<file path="config.mk">
export PLATFORM = sky130hd
export DESIGN_NAME = fmbm_monitor
export DESIGN_NICKNAME = d
export VERILOG_FILES = /design/src/fmbm_pkg.sv /design/src/fmbm_exceed_counter.sv /design/src/fmbm_monitor.sv
export SDC_FILE = /design/constraint.sdc
export NUM_CORES = 1
export LEC_CHECK = 0
export BUFFER_PORTS_ARGS = -buffer_cell sky130_fd_sc_hd__buf_2
export CAP_MARGIN = 30
export CORE_MARGIN = 5
export CORE_UTILIZATION = 50
export CTS_CLUSTER_DIAMETER = 80
export CTS_CLUSTER_SIZE = 30
export DETAILED_ROUTE_END_ITERATION = 8
export PLACE_DENSITY = 0.79
export REMOVE_ABC_BUFFERS = 1
export SYNTH_ARGS = -nofsm -noshare
export SYNTH_HDL_FRONTEND = slang
export SYNTH_SLANG_ARGS = --single-unit
</file>
<file path="constraint.sdc">
create_clock -name clk -period 2.9 [get_ports clk]
set_input_delay 0.145 -clock clk [delete_from_list [all_inputs] [get_ports clk]]
set_output_delay 0.145 -clock clk [all_outputs]
set_load 0.02 [all_outputs]
</file>
<file path="src/fmbm_pkg.sv">
// constants, field layouts and helpers shared by the float-mode background monitor
package fmbm_pkg;

  localparam int          FMBM_CHANNELS        = 4;
  localparam int          FMBM_SAMPLE_W        = 14;
  localparam int          FMBM_COUNT_W         = 5;

  // register addresses as printed
  localparam logic [7:0]  FMBM_ADDR_STATUS     = 8'h04;
  localparam logic [7:0]  FMBM_ADDR_THRESH_A   = 8'h16;
  localparam logic [7:0]  FMBM_ADDR_THRESH_B   = 8'h1c;
  localparam logic [7:0]  FMBM_ADDR_TIMING_A   = 8'h3e;
  localparam logic [7:0]  FMBM_ADDR_TIMING_B   = 8'h3f;

  // field positions
  localparam int          FMBM_FLAGS_A_LSB     = 0;
  localparam int          FMBM_FLAGS_B_LSB     = 4;
  localparam int          FMBM_SEL_LSB         = 14;
  localparam int          FMBM_THRESH_LSB      = 0;
  localparam int          FMBM_WIDTH_LSB       = 8;
  localparam int          FMBM_DELAY_LSB       = 0;

  // values after reset
  localparam logic [1:0]  FMBM_RST_COUNT_SEL   = 2'h0;
  localparam logic [13:0] FMBM_RST_THRESH      = 14'h0000;
  localparam logic [1:0]  FMBM_RST_EMITTER_SEL = 2'h0;
  localparam logic [4:0]  FMBM_RST_PULSE_WIDTH = 5'h03;
  localparam logic [7:0]  FMBM_RST_FIRST_DELAY = 8'h20;

  // exceedances needed per count setting; zero means never
  localparam logic [4:0]  FMBM_NEED_NEVER      = 5'h00;
  localparam logic [4:0]  FMBM_NEED_ONE        = 5'h01;
  localparam logic [4:0]  FMBM_NEED_FOUR       = 5'h04;
  localparam logic [4:0]  FMBM_NEED_SIXTEEN    = 5'h10;

  function automatic logic [4:0] fmbm_need(input logic [1:0] sel);
    case (sel)
      2'h1:    fmbm_need = FMBM_NEED_ONE;
      2'h2:    fmbm_need = FMBM_NEED_FOUR;
      2'h3:    fmbm_need = FMBM_NEED_SIXTEEN;
      default: fmbm_need = FMBM_NEED_NEVER;
    endcase
  endfunction

endpackage

</file>
<file path="src/fmbm_exceed_counter.sv">
// one channel's exceed counter with its sticky flag
`timescale 1ns/1ns
module fmbm_exceed_counter
  import fmbm_pkg::*;
(
  // clock and reset
  input  wire logic                    clk,
  input  wire logic                    reset,
  // events
  input  wire logic                    hit,
  input  wire logic                    clear,
  input  wire logic [FMBM_COUNT_W-1:0] need,
  // state
  output logic                         flag
);

  logic [FMBM_COUNT_W-1:0] count;
  logic [FMBM_COUNT_W-1:0] next_count;
  logic [FMBM_COUNT_W-1:0] bumped;
  logic                    next_flag;

  always_comb begin
    next_count = count;
    next_flag  = flag;
    bumped     = (count == FMBM_NEED_SIXTEEN) ? count : count + 5'h01;
    if (clear) begin
      next_count = 5'h00;  // [RQ13]
      next_flag  = 1'b0;   // [RQ3]
    end
    if (hit) begin
      // a hit in the clearing cycle counts as the first of a new run
      next_count = clear ? 5'h01 : bumped;  // [RQ4] [RQ5]
      // setting zero leaves the flag alone; set wins over the read clear
      if (need != FMBM_NEED_NEVER && (clear ? 5'h01 : bumped) >= need) begin
        next_flag = 1'b1;  // [RQ6] [RQ7] [RQ13]
      end
    end
  end

  always_ff @(posedge clk) begin
    if (reset) begin
      count <= 5'h00;
      flag  <= 1'b0;
    end else begin
      count <= next_count;
      flag  <= next_flag;
    end
  end

endmodule

</file>
<file path="src/fmbm_monitor.sv">
// float-mode background monitor: thresholds, exceed counting, status and float LED timing
//
// Overview of operation
// [RQ1] Slot A exceed flags read at status bits 3..0, channel 1 at bit 0.
// [RQ2] Slot B exceed flags read at status bits 7..4, channel 1 at bit 4.
// [RQ3] Reading the status register clears all flags; flags stay until read. A hit in the read cycle at count setting 1 still sets its flag.
// [RQ4] Slot A subtract samples above the 14-bit slot A limit bump that count.
// [RQ5] Slot B subtract samples above the 14-bit slot B limit bump that count.
// [RQ6] Slot A count setting: 0 never, 1/2/3 need 1/4/16 exceedances.
// [RQ7] Slot B count setting: 0 never, 1/2/3 need 1/4/16 exceedances.
// [RQ8] Slot A emitter select: 0 none, 1..3 pick first..third LED driver.
// [RQ9] Slot B emitter select in bits 15:14; zero drives no LED.
// [RQ10] Slot A float pulse width, 5 bits in 1 us steps, resets to 3.
// [RQ11] Slot A first pulse delay, 8 bits, resets to 32.
// [RQ12] Slot B float pulse width, 5 bits in 1 us steps, resets to 3.
// [RQ13] Counter restarts at zero on read clear; setting zero keeps flag clear.
`timescale 1ns/1ns
module fmbm_monitor
  import fmbm_pkg::*;
(
  // clock and reset
  input  wire logic                     clk,
  input  wire logic                     reset,
  // register access from the serial port logic
  input  wire logic [7:0]               regAddr,
  input  wire logic                     regWrite,
  input  wire logic [15:0]              regWriteData,
  input  wire logic                     regRead,
  output logic      [15:0]              regReadData,
  // conversion results from the sequencer
  input  wire logic                     sampleValid,
  input  wire logic                     sampleSubtract,
  input  wire logic                     sampleSlotB,
  input  wire logic [1:0]               sampleChannel,
  input  wire logic [FMBM_SAMPLE_W-1:0] sampleData,
  // float LED settings toward the pulse sequencer
  output logic      [1:0]               slot_a_float_emitter_sel,
  output logic      [4:0]               slot_a_float_pulse_width,
  output logic      [7:0]               slot_a_float_first_pulse_delay,
  output logic      [1:0]               slot_b_float_emitter_sel,
  output logic      [4:0]               slot_b_float_pulse_width,
  output logic      [7:0]               slot_b_float_first_pulse_delay,
  // status view
  output logic      [3:0]               slot_a_exceed_flags,
  output logic      [3:0]               slot_b_exceed_flags
);

  ////////////////////////////////////////////////////////////////////////////
  // helpers shared by both slots

  // strictly greater: a result equal to the limit is not an exceedance
  function automatic logic fmbm_exceeds(
    input logic [13:0] data,
    input logic [13:0] limit
  );
    fmbm_exceeds = data > limit;
  endfunction

  // bit 13 of a timing word is reserved: never stored, always reads zero
  function automatic logic [15:0] fmbm_timing_word(
    input logic [1:0] sel,
    input logic [4:0] width,
    input logic [7:0] delay
  );
    fmbm_timing_word = {sel, 1'b0, width, delay};
  endfunction

  function automatic logic [15:0] fmbm_limit_word(
    input logic [1:0]  sel,
    input logic [13:0] limit
  );
    fmbm_limit_word = {sel, limit};
  endfunction

  ////////////////////////////////////////////////////////////////////////////
  // configuration registers

  logic [1:0]  slot_a_exceed_count_sel;
  logic [1:0]  slot_b_exceed_count_sel;
  logic [13:0] slot_a_ambient_limit;
  logic [13:0] slot_b_ambient_limit;
  logic [1:0]  next_slot_a_exceed_count_sel;
  logic [1:0]  next_slot_b_exceed_count_sel;
  logic [13:0] next_slot_a_ambient_limit;
  logic [13:0] next_slot_b_ambient_limit;
  logic [1:0]  next_slot_a_float_emitter_sel;
  logic [1:0]  next_slot_b_float_emitter_sel;
  logic [4:0]  next_slot_a_float_pulse_width;
  logic [4:0]  next_slot_b_float_pulse_width;
  logic [7:0]  next_slot_a_float_first_pulse_delay;
  logic [7:0]  next_slot_b_float_first_pulse_delay;

  always_comb begin
    next_slot_a_exceed_count_sel        = slot_a_exceed_count_sel;
    next_slot_b_exceed_count_sel        = slot_b_exceed_count_sel;
    next_slot_a_ambient_limit           = slot_a_ambient_limit;
    next_slot_b_ambient_limit           = slot_b_ambient_limit;
    next_slot_a_float_emitter_sel       = slot_a_float_emitter_sel;
    next_slot_b_float_emitter_sel       = slot_b_float_emitter_sel;
    next_slot_a_float_pulse_width       = slot_a_float_pulse_width;
    next_slot_b_float_pulse_width       = slot_b_float_pulse_width;
    next_slot_a_float_first_pulse_delay = slot_a_float_first_pulse_delay;
    next_slot_b_float_first_pulse_delay = slot_b_float_first_pulse_delay;
    if (regWrite) begin
      case (regAddr)
        FMBM_ADDR_THRESH_A: begin
          next_slot_a_exceed_count_sel = regWriteData[FMBM_SEL_LSB +: 2];     // [RQ6]
          next_slot_a_ambient_limit    = regWriteData[FMBM_THRESH_LSB +: 14]; // [RQ4]
        end
        FMBM_ADDR_THRESH_B: begin
          next_slot_b_exceed_count_sel = regWriteData[FMBM_SEL_LSB +: 2];     // [RQ7]
          next_slot_b_ambient_limit    = regWriteData[FMBM_THRESH_LSB +: 14]; // [RQ5]
        end
        FMBM_ADDR_TIMING_A: begin
          next_slot_a_float_emitter_sel       = regWriteData[FMBM_SEL_LSB +: 2];   // [RQ8]
          next_slot_a_float_pulse_width       = regWriteData[FMBM_WIDTH_LSB +: 5]; // [RQ10]
          next_slot_a_float_first_pulse_delay = regWriteData[FMBM_DELAY_LSB +: 8]; // [RQ11]
        end
        FMBM_ADDR_TIMING_B: begin
          next_slot_b_float_emitter_sel       = regWriteData[FMBM_SEL_LSB +: 2];   // [RQ9]
          next_slot_b_float_pulse_width       = regWriteData[FMBM_WIDTH_LSB +: 5]; // [RQ12]
          next_slot_b_float_first_pulse_delay = regWriteData[FMBM_DELAY_LSB +: 8];
        end
        default: begin
        end
      endcase
    end
  end

  always_ff @(posedge clk) begin
    if (reset) begin
      slot_a_exceed_count_sel        <= FMBM_RST_COUNT_SEL;
      slot_b_exceed_count_sel        <= FMBM_RST_COUNT_SEL;
      slot_a_ambient_limit           <= FMBM_RST_THRESH;
      slot_b_ambient_limit           <= FMBM_RST_THRESH;
      slot_a_float_emitter_sel       <= FMBM_RST_EMITTER_SEL;
      slot_b_float_emitter_sel       <= FMBM_RST_EMITTER_SEL;
      slot_a_float_pulse_width       <= FMBM_RST_PULSE_WIDTH;  // [RQ10]
      slot_b_float_pulse_width       <= FMBM_RST_PULSE_WIDTH;  // [RQ12]
      slot_a_float_first_pulse_delay <= FMBM_RST_FIRST_DELAY;  // [RQ11]
      slot_b_float_first_pulse_delay <= FMBM_RST_FIRST_DELAY;
    end else begin
      slot_a_exceed_count_sel        <= next_slot_a_exceed_count_sel;
      slot_b_exceed_count_sel        <= next_slot_b_exceed_count_sel;
      slot_a_ambient_limit           <= next_slot_a_ambient_limit;
      slot_b_ambient_limit           <= next_slot_b_ambient_limit;
      slot_a_float_emitter_sel       <= next_slot_a_float_emitter_sel;
      slot_b_float_emitter_sel       <= next_slot_b_float_emitter_sel;
      slot_a_float_pulse_width       <= next_slot_a_float_pulse_width;
      slot_b_float_pulse_width       <= next_slot_b_float_pulse_width;
      slot_a_float_first_pulse_delay <= next_slot_a_float_first_pulse_delay;
      slot_b_float_first_pulse_delay <= next_slot_b_float_first_pulse_delay;
    end
  end

  ////////////////////////////////////////////////////////////////////////////
  // exceed detection and per-channel counters

  logic       statusRead;
  logic [3:0] hitA;
  logic [3:0] hitB;

  assign statusRead = regRead && (regAddr == FMBM_ADDR_STATUS);  // [RQ3]

  always_comb begin
    hitA = 4'h0;
    hitB = 4'h0;
    // only subtract-cycle samples are judged; strictly greater than the limit
    if (sampleValid && sampleSubtract) begin
      if (!sampleSlotB && fmbm_exceeds(sampleData, slot_a_ambient_limit)) begin
        hitA[sampleChannel] = 1'b1;  // [RQ4]
      end
      if (sampleSlotB && fmbm_exceeds(sampleData, slot_b_ambient_limit)) begin
        hitB[sampleChannel] = 1'b1;  // [RQ5]
      end
    end
  end

  for (genvar ch = 0; ch < FMBM_CHANNELS; ch++) begin : gChannel
    fmbm_exceed_counter uCountA (
      .clk   (clk),
      .reset (reset),
      .hit   (hitA[ch]),
      .clear (statusRead),
      .need  (fmbm_need(slot_a_exceed_count_sel)),  // [RQ6]
      .flag  (slot_a_exceed_flags[ch])               // [RQ1]
    );
    fmbm_exceed_counter uCountB (
      .clk   (clk),
      .reset (reset),
      .hit   (hitB[ch]),
      .clear (statusRead),
      .need  (fmbm_need(slot_b_exceed_count_sel)),  // [RQ7]
      .flag  (slot_b_exceed_flags[ch])               // [RQ2]
    );
  end

  ////////////////////////////////////////////////////////////////////////////
  // read data; registered so the returned status is the value before clearing

  logic [15:0] next_regReadData;

  always_comb begin
    next_regReadData = regReadData;
    if (regRead) begin
      case (regAddr)
        FMBM_ADDR_STATUS:   next_regReadData = {8'h00, slot_b_exceed_flags, slot_a_exceed_flags};  // [RQ1] [RQ2]
        FMBM_ADDR_THRESH_A: next_regReadData = fmbm_limit_word(slot_a_exceed_count_sel, slot_a_ambient_limit);
        FMBM_ADDR_THRESH_B: next_regReadData = fmbm_limit_word(slot_b_exceed_count_sel, slot_b_ambient_limit);
        FMBM_ADDR_TIMING_A: next_regReadData = fmbm_timing_word(slot_a_float_emitter_sel, slot_a_float_pulse_width,
                                                                slot_a_float_first_pulse_delay);
        FMBM_ADDR_TIMING_B: next_regReadData = fmbm_timing_word(slot_b_float_emitter_sel, slot_b_float_pulse_width,
                                                                slot_b_float_first_pulse_delay);
        default:            next_regReadData = 16'h0000;
      endcase
    end
  end

  always_ff @(posedge clk) begin
    if (reset) begin
      regReadData <= 16'h0000;
    end else begin
      regReadData <= next_regReadData;
    end
  end

endmodule

</file>
# Word-level counts from Yosys, hierarchy flattened
# Index checks and enable logic that the tools add are counted.
classes:
  n_addsub: 8
  magnitude_cmp: 12
  eq_ne: 19
  muxes: 58
  n_reduce_logical: 28
op_table:
  columns: ["op", "count"]
  rows:
  - ["5-bit two-way mux", 25]
  - ["16-bit one-hot mux with 5 select lines", 1]
  - ["5-bit by 1-bit adder with 5-bit output (second input constant)", 8]
  - ["5-bit == test (second input constant)", 8]
  - ["5-bit greater-or-equal comparator", 8]
  - ["5-bit one-hot mux with 3 select lines", 2]
  - ["14-bit > comparator", 2]
  - ["1-bit two-way mux", 25]
  - ["8-bit by 5-bit == test with 1-bit output (second input constant)", 2]
  - ["8-bit by 6-bit == test with 1-bit output (second input constant)", 2]
  - ["4-bit two-way mux", 4]
  - ["2-bit nonzero test", 8]
  - ["1-bit logical AND", 13]
  - ["5-bit nonzero test", 2]
  - ["2-bit == test (second input constant)", 4]
  - ["8-bit by 3-bit == test with 1-bit output (second input constant)", 1]
  - ["2-bit AND reduction", 4]
  - ["2-bit by 1-bit == test with 1-bit output (second input constant)", 2]
  - ["2-bit by 3-bit < comparator with 1-bit output (second input constant)", 1]
  - ["1-bit demux with 2-bit select", 1]
  - ["2-bit by 1-bit greater-or-equal comparator with 1-bit output (second input constant)", 1]
  - ["1-bit logical NOT", 1]
word_totals:
  ff_bits: 126
  in_bits: 47
  output_inout_bits: 54
  wordCells: 152

# Depth between registers and ports, before layout
# Gate-level depths: netlist of run 1.
depth:
  ltp_word: 7
  depth_mapped: 14
  ltp_nobuf: 12

# By module
# A second synthesis of run 1 with hierarchy kept.
unflattened:
  cells_unflattened: 1016
  hier_area_um2: 8303.0
modules_own_cells:
  columns: ["module", "n_inst", "cells_each", "area_each_um2", "seq_area_each_um2"]
  rows:
  - ["fmbm_monitor", 1, 520, 4359.2, 1561.5]
  - ["fmbm_exceed_counter", 8, 62, 493.0, 120.1]

# Worst setup path before layout of run 1
# No wires, ideal clock.
synth_path:
  path_type: "input to register"
  from: "in regAddr[7]"
  to: "reg gChannel[2].uCountA.flag"
  setup_time_ns: 0.117
  arrival_ns: 2.929
  required_ns: 2.783
  path_slack_ns: -0.147
  path_stages: 13
  path_buffers: 3
  cell_sequence: "nor3b_1 and3_1 and2_1 clkbuf_1 clkbuf_1 buf_1 nor2_1 ha_1 nand2b_1 a211o_1 a211o_1 a31o_2 a32o_1"
synth_via:
  elab_chain_len: 7
  word_cells_on_any_way: 8
  classes_between: "order compare: 1; eq/ne: 1; mux: 4; reduce/logical: 2"
synth_rtl:
  columns: ["item", "line_no", "source"]
  rows:
  - ["start, declared", "fmbm_monitor.sv:25", "input wire logic [7:0] regAddr,"]
  - ["8-bit by 3-bit == test with 1-bit output *", "fmbm_monitor.sv:163", "assign statusRead = regRead && (regAddr == FMBM_ADDR_STATUS);"]
  - ["1-bit logical AND *", "fmbm_monitor.sv:163", null]
  - ["5-bit two-way mux", "fmbm_exceed_counter.sv:34", "if (need != FMBM_NEED_NEVER && (clear ? 5'h01 : bumped) >= need) begin"]
  - ["5-bit greater-or-equal comparator", "fmbm_exceed_counter.sv:34", null]
  - ["1-bit logical AND", "fmbm_exceed_counter.sv:34", null]
  - ["1-bit two-way mux", "fmbm_exceed_counter.sv:34", null]
  - ["1-bit two-way mux *", "fmbm_exceed_counter.sv:30", "if (hit) begin"]
  - ["end signal, assigned", "fmbm_exceed_counter.sv:46", "flag <= next_flag;"]
  - ["end, declared", "fmbm_exceed_counter.sv:14", "output logic flag"]
# Mark *: on every way between the ends. The rest lies on a longest branch, timed or not.
# A chain may end at the register's enable or synchronous reset.

# Worst setup path in the final report of run 1
layout_path:
  from: "reg gChannel[0].uCountA.count[0]"
  to: "reg gChannel[0].uCountA.flag"
layout_via:
  elab_chain_len: 7
  word_cells_on_any_way: 8
  classes_between: "add/sub: 1; order compare: 1; eq/ne: 1; mux: 4; reduce/logical: 1"
layout_rtl:
  columns: ["item", "line_no", "source"]
  rows:
  - ["start, declared", "fmbm_exceed_counter.sv:17", "logic [FMBM_COUNT_W-1:0] count;"]
  - ["start signal, assigned", "fmbm_exceed_counter.sv:45", "count <= next_count;"]
  - ["5-bit by 1-bit adder with 5-bit output / 5-bit == test (equally long branches)", "fmbm_exceed_counter.sv:25", "bumped = (count == FMBM_NEED_SIXTEEN) ? count : count + 5'h01;"]
  - ["5-bit two-way mux *", "fmbm_exceed_counter.sv:25", null]
  - ["5-bit two-way mux *", "fmbm_exceed_counter.sv:34", null]
  - ["5-bit greater-or-equal comparator *", "fmbm_exceed_counter.sv:34", null]
  - ["1-bit logical AND *", "fmbm_exceed_counter.sv:34", null]
  - ["1-bit two-way mux *", "fmbm_exceed_counter.sv:34", null]
  - ["1-bit two-way mux *", "fmbm_exceed_counter.sv:30", null]
  - ["end signal, assigned", "fmbm_exceed_counter.sv:46", null]
  - ["end, declared", "fmbm_exceed_counter.sv:14", null]
# Marks and branches as above.

==> results of run 1 <==
-- final timing paths --
path / cells after the start / slack, ns / to / start
setup / recovery: 11 / 0.19 / gChannel[0].uCountA.flag$_SDFF_PP0_ / gChannel[0].uCountA.count[0]$_SDFFE_PP0P_
hold / removal: 3 / 0.02 / slot_b_exceed_count_sel[0]$_SDFFE_PP0P_ / regWriteData[14]
setup reg to reg: 11 / 0.19 / gChannel[0].uCountA.flag$_SDFF_PP0_ / gChannel[0].uCountA.count[0]$_SDFFE_PP0P_
hold reg to reg: 2 / 0.47 / slot_a_ambient_limit[10]$_SDFFE_PP0P_ / slot_a_ambient_limit[10]$_SDFFE_PP0P_
-- flip-flops by register name, summed over array words and instances, names as in the netlist, 5 cells and up --
signal                          flops
gChannel.uCountA.count             20
gChannel.uCountB.count             20
regReadData                        16
slot_a_ambient_limit               14
slot_b_ambient_limit               14
slot_a_float_first_pulse_delay      8
slot_b_float_first_pulse_delay      8
slot_a_float_pulse_width            5
slot_b_float_pulse_width            5
-- what timing repair did --
| item | in CTS | in global routing |
|---|---|---|
| setup endpoints to repair | 0 | 2 |
| endpoints found under the hold margin | 30 | 0 |
| hold buffers | 15 | 0 |
| resized for setup | 0 | 2 |
-- area by class of cell --
cell class | count | area (um2) | share of cell area
Tap cell | 188 | 235 | 0.0258
Timing Repair Buffer | 145 | 891 | 0.0976
Clock buffer | 17 | 425 | 0.0466
Sequential cell | 126 | 2520 | 0.276
Inverter | 50 | 188 | 0.0206
Multi-Input combinational cell | 700 | 4650 | 0.510
Clock inverter | 15 | 211 | 0.0232
-- power breakdown --
group          switching, uW  internal (uW)
registers               7.50           1740
logic                    169            106
clock network            862           1450
-- through the flow --
step           worst slack, ns  total power [uW]
2_1_floorplan           -0.306              1900
3_3_place_gp             0.147              2030
3_5_place_dp             0.115              2040
4_1_cts                 0.0666              4350
5_1_grt                 0.0141              4470
6_report                 0.187              4340
-- layout by cell type, fill, tap and decap left out, drive strengths merged, types with 3 or more instances in the layout --
cell | Yosys | routed
a2111oi | 4 | 4
a211o | 14 | 14
a211oi | 15 | 15
a21boi | 5 | 5
a21o | 4 | 4
a21oi | 86 | 86
a22oi | 21 | 21
a31oi | 3 | 3
a32o | 4 | 4
and2 | 3 | 3
buf | 21 | 130
bufinv | 0 | 4
clkbuf | 28 | 17
clkinv | 0 | 7
dfxtp | 126 | 126
dlygate4sd3 | 0 | 15
ha | 68 | 68
inv | 50 | 53
mux2i | 44 | 44
nand2 | 109 | 109
nand2b | 12 | 12
nand3 | 29 | 29
nand3b | 3 | 3
nand4 | 8 | 8
nor2 | 90 | 90
nor2b | 17 | 17
nor3 | 14 | 14
nor4bb | 4 | 4
o211ai | 12 | 12
o21ai | 41 | 41
o21bai | 3 | 3
o22ai | 5 | 5
o31ai | 6 | 6
or2 | 3 | 3
or3 | 13 | 13
or4 | 3 | 3
xnor2 | 27 | 27
xor2 | 8 | 8
-- worst reg2reg max path, cell delays in order (launching register included) --
cell and delay (ns):
dfxtp_1 0.36, inv_1 0.08, ha_1 0.13, nor4bb_2 0.31, xnor2_1 0.19, nor2_1 0.07
ha_1 0.29, nand2b_1 0.15, a211o_1 0.27, a211o_1 0.28, a31o_2 0.22, a32o_1 0.24
-- metal layers --
metal	share of wire	vias up
li1	-	3515
met1	0.42	3421
met2	0.48	275
met3	0.071	53
met4	0.030	0
met5	0	-
-- cells by family (layout without fill, tap and decap cells) --
family	count (synthesis)	in the layout	synth area share
AO/OA/AOI/OAI	237	237	0.205
XOR/XNOR	35	35	0.0405
adder cells (fa/ha/maj)	68	68	0.112
buffers and inverters	99	227	0.0553
flip-flops	126	126	0.333
multiplexers	46	46	0.0611
AND/OR/NAND/NOR	314	314	0.192
==> results.sh, run 1 <==
export IMPL_synth_cells=925
export IMPL_first_pass_iters=5
export IMPL_design_die_area_um2=17700
export IMPL_globalplace_congestion=0.939
export IMPL_max_clock_freq_mhz=369
export IMPL_clk_pin_slew_ns=0.06
export IMPL_globalRoute_busiestLayer="met2"
export IMPL_final_antenna_net_count=0
export IMPL_irDropWorstVdd_uv=425
export IMPL_sum_of_net_half_perimeters_after_detailed_placement_mm=15.2
export IMPL_per_cell_routed_wire_length_um=17.4
export IMPL_area_growth_synth_to_final_pct=20.5
export IMPL_yosys_warnings=0
export IMPL_synthDominantAreaCellType="dfxtp_1"
export IMPL_setup_worst_path_start_class="flip-flop"
export IMPL_final_hold_worst_slack_ns=0.0204
export IMPL_setup_tns_ns=0
export IMPL_pins_over_slew_limit=0
export IMPL_use_met1=0.297
export IMPL_dpl_instance_area_um2=8330
export IMPL_layout_min_cycle_time_ns=2.71
export IMPL_ctsLongestPathBuffers=2
export IMPL_die_w_um=133
export IMPL_floorplan_die_height_um=133
export IMPL_yosysSeqAreaShare=0.333
export IMPL_timing_critical_path_slowest_cell_delay_ns=0.36
export IMPL_crit_chain="inv_1, ha_1, nor4bb_2, xnor2_1, nor2_1, ha_1, nand2b_1, a211o_1, a211o_1, a31o_2, a32o_1"
export IMPL_cts_h_tree_lvls=4
export IMPL_grt_start_max_net_pins=58
export IMPL_antenna_found_initial=0
export IMPL_design_portCount=101
export IMPL_gr_usage_met2=0.405
export IMPL_nFillCells=1216
export IMPL_holdCritPathClass="in2reg"
export IMPL_most_numerous_cell_in_the_yosys_netlist="dfxtp_1"
export IMPL_asyncSetResetFlopFracSynth=0
export IMPL_worst_slew_margin_rel=0.537
export IMPL_floorplan_initialDensity=0.504
export IMPL_pwr_density_cell_nw_per_um2=475
export IMPL_placement_rows=45
export IMPL_finalInstanceArea_um2=9130
export IMPL_detailroute_via_count=7264
export IMPL_synth_ff_type="dfxtp_1"
export IMPL_finalHoldViolations=0
export IMPL_synth_top_area_frac=0.333
export IMPL_cts_buffers_inserted=17
export IMPL_top_post_synthesis_cells_by_count="126 x dfxtp_1, 109 x nand2_1, 90 x nor2_1"
export IMPL_cts_root_buffer="clkbuf_16"
export IMPL_result_of_the_run="finished, final reports clean"
export IMPL_worstMarginPinSlew_ns=0.693
export IMPL_critical_path_peak_fanout=6
export IMPL_post_route_cells_drive_above_1_share=0.167
export IMPL_synth_area_leaders="dfxtp_1 33%, ha_1 11%, mux2i_1 5.8%"
export IMPL_post_route_drc_count=0
export IMPL_detail_route_wirelength_mm=21.6
export IMPL_synth_cell_types=60
export IMPL_grt_pass1_wl_mm=35.2
export IMPL_final_cells=1241
export IMPL_arrival_ns=3.03
export IMPL_setup_violations=0
export IMPL_use_met3=0.0631
export IMPL_p_leak_uw=0.00364
export IMPL_insertion_delay_of_the_later_clocked_pin_in_the_worst_skew_pair_ns=0.42
export IMPL_placement_io_buffers=100
export IMPL_grt_pass1_vias=7068
export IMPL_ys_seq_elements=126
export IMPL_min_period_over_period=0.936
export IMPL_syn_cell_area_um2=7570
export IMPL_cp_required_ns=3.22
export IMPL_antenna_diode_instance_count=0
export IMPL_clock_skew_final_ns=0.00777
export IMPL_vias_per_cell=5.85
export IMPL_num_nets_final=1155
export IMPL_design_core_area_um2=15000
export IMPL_grt_util_all_layers=0.243
export IMPL_first_iteration_detailed_routing_drc_count=491
export IMPL_avgSynthCellArea_um2=8.19
export IMPL_grt_setup_unrepaired="false"
export IMPL_cap_violations=0
export IMPL_cpMaxStageDelayCell="dfxtp_1"
export IMPL_grt_overflow=0
export IMPL_dpl_cell_count=1194
export IMPL_cts_setup_buffers=0
export IMPL_critical_path_class="reg2reg"
export IMPL_synth_edf_count=0
export IMPL_timing_critical_path_to_type="flip-flop"
export IMPL_post_route_util=0.607
export IMPL_critical_path_n_buffers_inverters=1
export IMPL_path_delay_family="compound AO/OA/AOI/OAI gates"
export IMPL_cts_sinks=126
export IMPL_tritoncts="built"
(Power assumes the default switching activity.)
==> run 2, diff against run 1 <==
- CTS_CLUSTER_SIZE: 30 -> 10
- RECOVER_POWER: default -> 100
==> run 2 against run 1 <==
Net effect: critical path depth unchanged; sequential share of layout area up 0.35 points; non-clock buffer count unchanged; core utilization down 0.76 points; combinational power down 2%; die area unchanged; cell area down 1.2%; clock-buffer cell count unchanged; global-route usage unchanged; register-to-register slack about the same; final cell count unchanged.
==> results.sh, run 2 (same netlist as run 1, synthesis figures left out) <==
export IMPL_layout_min_cycle_time_ns=2.72
export IMPL_timing_critical_path_slowest_cell_delay_ns=0.36
export IMPL_fin_ws_ns=0.185
export IMPL_first_pass_iters=7
export IMPL_irDropWorstVdd_uv=423
export IMPL_final_common_cell="dfxtp_1"
export IMPL_setup_violations=0
export IMPL_worst_slew_margin_rel=0.142
export IMPL_grt_pass1_vias=7068
export IMPL_ctsLongestPathBuffers=2
export IMPL_detail_route_wirelength_mm=21.5
export IMPL_cts_buffers_inserted=17
export IMPL_placement_rows=45
export IMPL_globalplace_congestion=0.939
export IMPL_critical_path_class="reg2reg"
export IMPL_p_leak_uw=0.00340
export IMPL_setup_worst_path_start_class="flip-flop"
export IMPL_area_growth_synth_to_final_pct=19.0
export IMPL_design_portCount=101
export IMPL_first_iteration_detailed_routing_drc_count=531
export IMPL_layout_cells_most_common_list="126 x dfxtp_1, 109 x nand2_1, 90 x nor2_1"
export IMPL_r2r_slack_ns=0.18
export IMPL_die_w_um=133
export IMPL_design_core_area_um2=15000
export IMPL_use_met3=0.0631
export IMPL_floorplan_initialDensity=0.504
export IMPL_clk_pin_slew_ns=0.06
export IMPL_timing_critical_path_to_type="flip-flop"
export IMPL_globalRoute_busiestLayer="met2"
export IMPL_count_of_cells_along_the_worst_register_to_register_path=11
export IMPL_pins_over_slew_limit=0
export IMPL_floorplan_die_height_um=133
export IMPL_post_route_util=0.599
export IMPL_cts_sinks=126
export IMPL_detailroute_via_count=7227
export IMPL_reg_largest_list="gChannel.uCountA.count (20), gChannel.uCountB.count (20), regReadData (16)"
export IMPL_min_period_over_period=0.936
export IMPL_place_worst_setup_slack_ns=0.115
export IMPL_per_cell_routed_wire_length_um=17.4
export IMPL_max_clock_freq_mhz=368
export IMPL_final_hold_worst_slack_ns=0.0179
export IMPL_num_nets_final=1155
export IMPL_tritoncts="built"
export IMPL_gr_usage_met2=0.405
export IMPL_vias_per_cell=5.82
export IMPL_post_route_drc_count=0
export IMPL_sum_of_net_half_perimeters_after_detailed_placement_mm=15.2
export IMPL_grt_overflow=0
export IMPL_holdPathStages=3
export IMPL_cts_h_tree_lvls=4
export IMPL_finalHoldViolations=0
export IMPL_insertion_delay_of_the_later_clocked_pin_in_the_worst_skew_pair_ns=0.43
export IMPL_design_die_area_um2=17700
export IMPL_dpl_instance_area_um2=8330
export IMPL_antenna_found_initial=0
export IMPL_cap_violations=0
export IMPL_post_route_cells_drive_above_1_share=0.108
export IMPL_arrival_ns=3.03
export IMPL_worstMarginPinSlew_ns=1.29
export IMPL_grt_start_max_net_pins=58
export IMPL_pwr_density_cell_nw_per_um2=480
export IMPL_cpMaxStageDelayCell="dfxtp_1"
export IMPL_setup_tns_ns=0
export IMPL_clock_skew_final_ns=0.0110
export IMPL_antenna_diode_instance_count=0
export IMPL_placement_io_buffers=100
export IMPL_grt_setup_unrepaired="false"
export IMPL_critical_path_peak_fanout=6
export IMPL_cts_root_buffer="clkbuf_16"
export IMPL_grt_pass1_wl_mm=35.2
export IMPL_crit_chain="inv_1, ha_1, nor4bb_2, xnor2_1, nor2_1, ha_1, nand2b_1, a211o_1, a211o_1, a31o_2, a32o_1"
export IMPL_grt_util_all_layers=0.243
export IMPL_result_of_the_run="finished, final reports clean"
export IMPL_cp_required_ns=3.21
export IMPL_holdCritPathClass="in2reg"
export IMPL_use_met1=0.297
export IMPL_finalInstanceArea_um2=9010
export IMPL_final_antenna_net_count=0
## run 2: cell count changes in the layout (fill, tap and decap cells not counted), sizes merged
| cell | delta |
|---|---|
| buf | -60 |
| clkbuf | +60 |
## run 2: path summary, 6_finish.rpt
check | startpoint | end
max | gChannel[0].uCountA.count[0]$_SDFFE_PP0P_ | gChannel[0].uCountA.flag$_SDFF_PP0_
min | regWriteData[14] | slot_a_exceed_count_sel[0]$_SDFFE_PP0P_
max reg2reg | gChannel[0].uCountA.count[0]$_SDFFE_PP0P_ | gChannel[0].uCountA.flag$_SDFF_PP0_
min reg2reg | slot_b_ambient_limit[7]$_SDFFE_PP0P_ | slot_b_ambient_limit[7]$_SDFFE_PP0P_
## run 2: power by group
group / switching [uW] / total (uW) / internal (uW)
clock network: 859 / 2310 / 1450
registers: 7.66 / 1750 / 1740
logic: 167 / 270 / 103
## run 2: final cells by class
cell class / instances / area [um2]
Clock buffer: 17 / 425
Clock inverter: 15 / 211
Fill cell: 1264 / 6020
Inverter: 50 / 188
Multi-Input combinational cell: 700 / 4630
Sequential cell: 126 / 2520
Tap cell: 188 / 235
Timing Repair Buffer: 145 / 803
## run 2: per-stage QoR
step	std cells	total power, uW
floorplan	876	1900
global placement	1194	2030
detailed placement	1194	2040
CTS	1241	4350
global route	1241	4460
finish	1241	4330
## run 2: timing repair
item                                   in CTS  in global routing
setup endpoints to repair                   0                  2
setup buffers                               0                  0
hold buffers                               15                  0
gates resized for setup                     0                  2
endpoints found under the hold margin      30                  0
## run 2: critical path: cells and delay by family (launching register included)
kind                       cells  cell delay (ns)
AOI/OAI and AO/OA              4             1.01
and+or+nand+nor                3             0.53
adders and majority gates      2             0.42
DFF                            1             0.36
xor gates and xnor gates       1             0.19
buffers and inverters          1             0.08
## run 2: metal layers
layer | vias to the layer above | part of all wire
li1 | 3515 | -
met1 | 3383 | 0.42
met2 | 271 | 0.48
met3 | 58 | 0.071
met4 | 0 | 0.034
met5 | - | 0
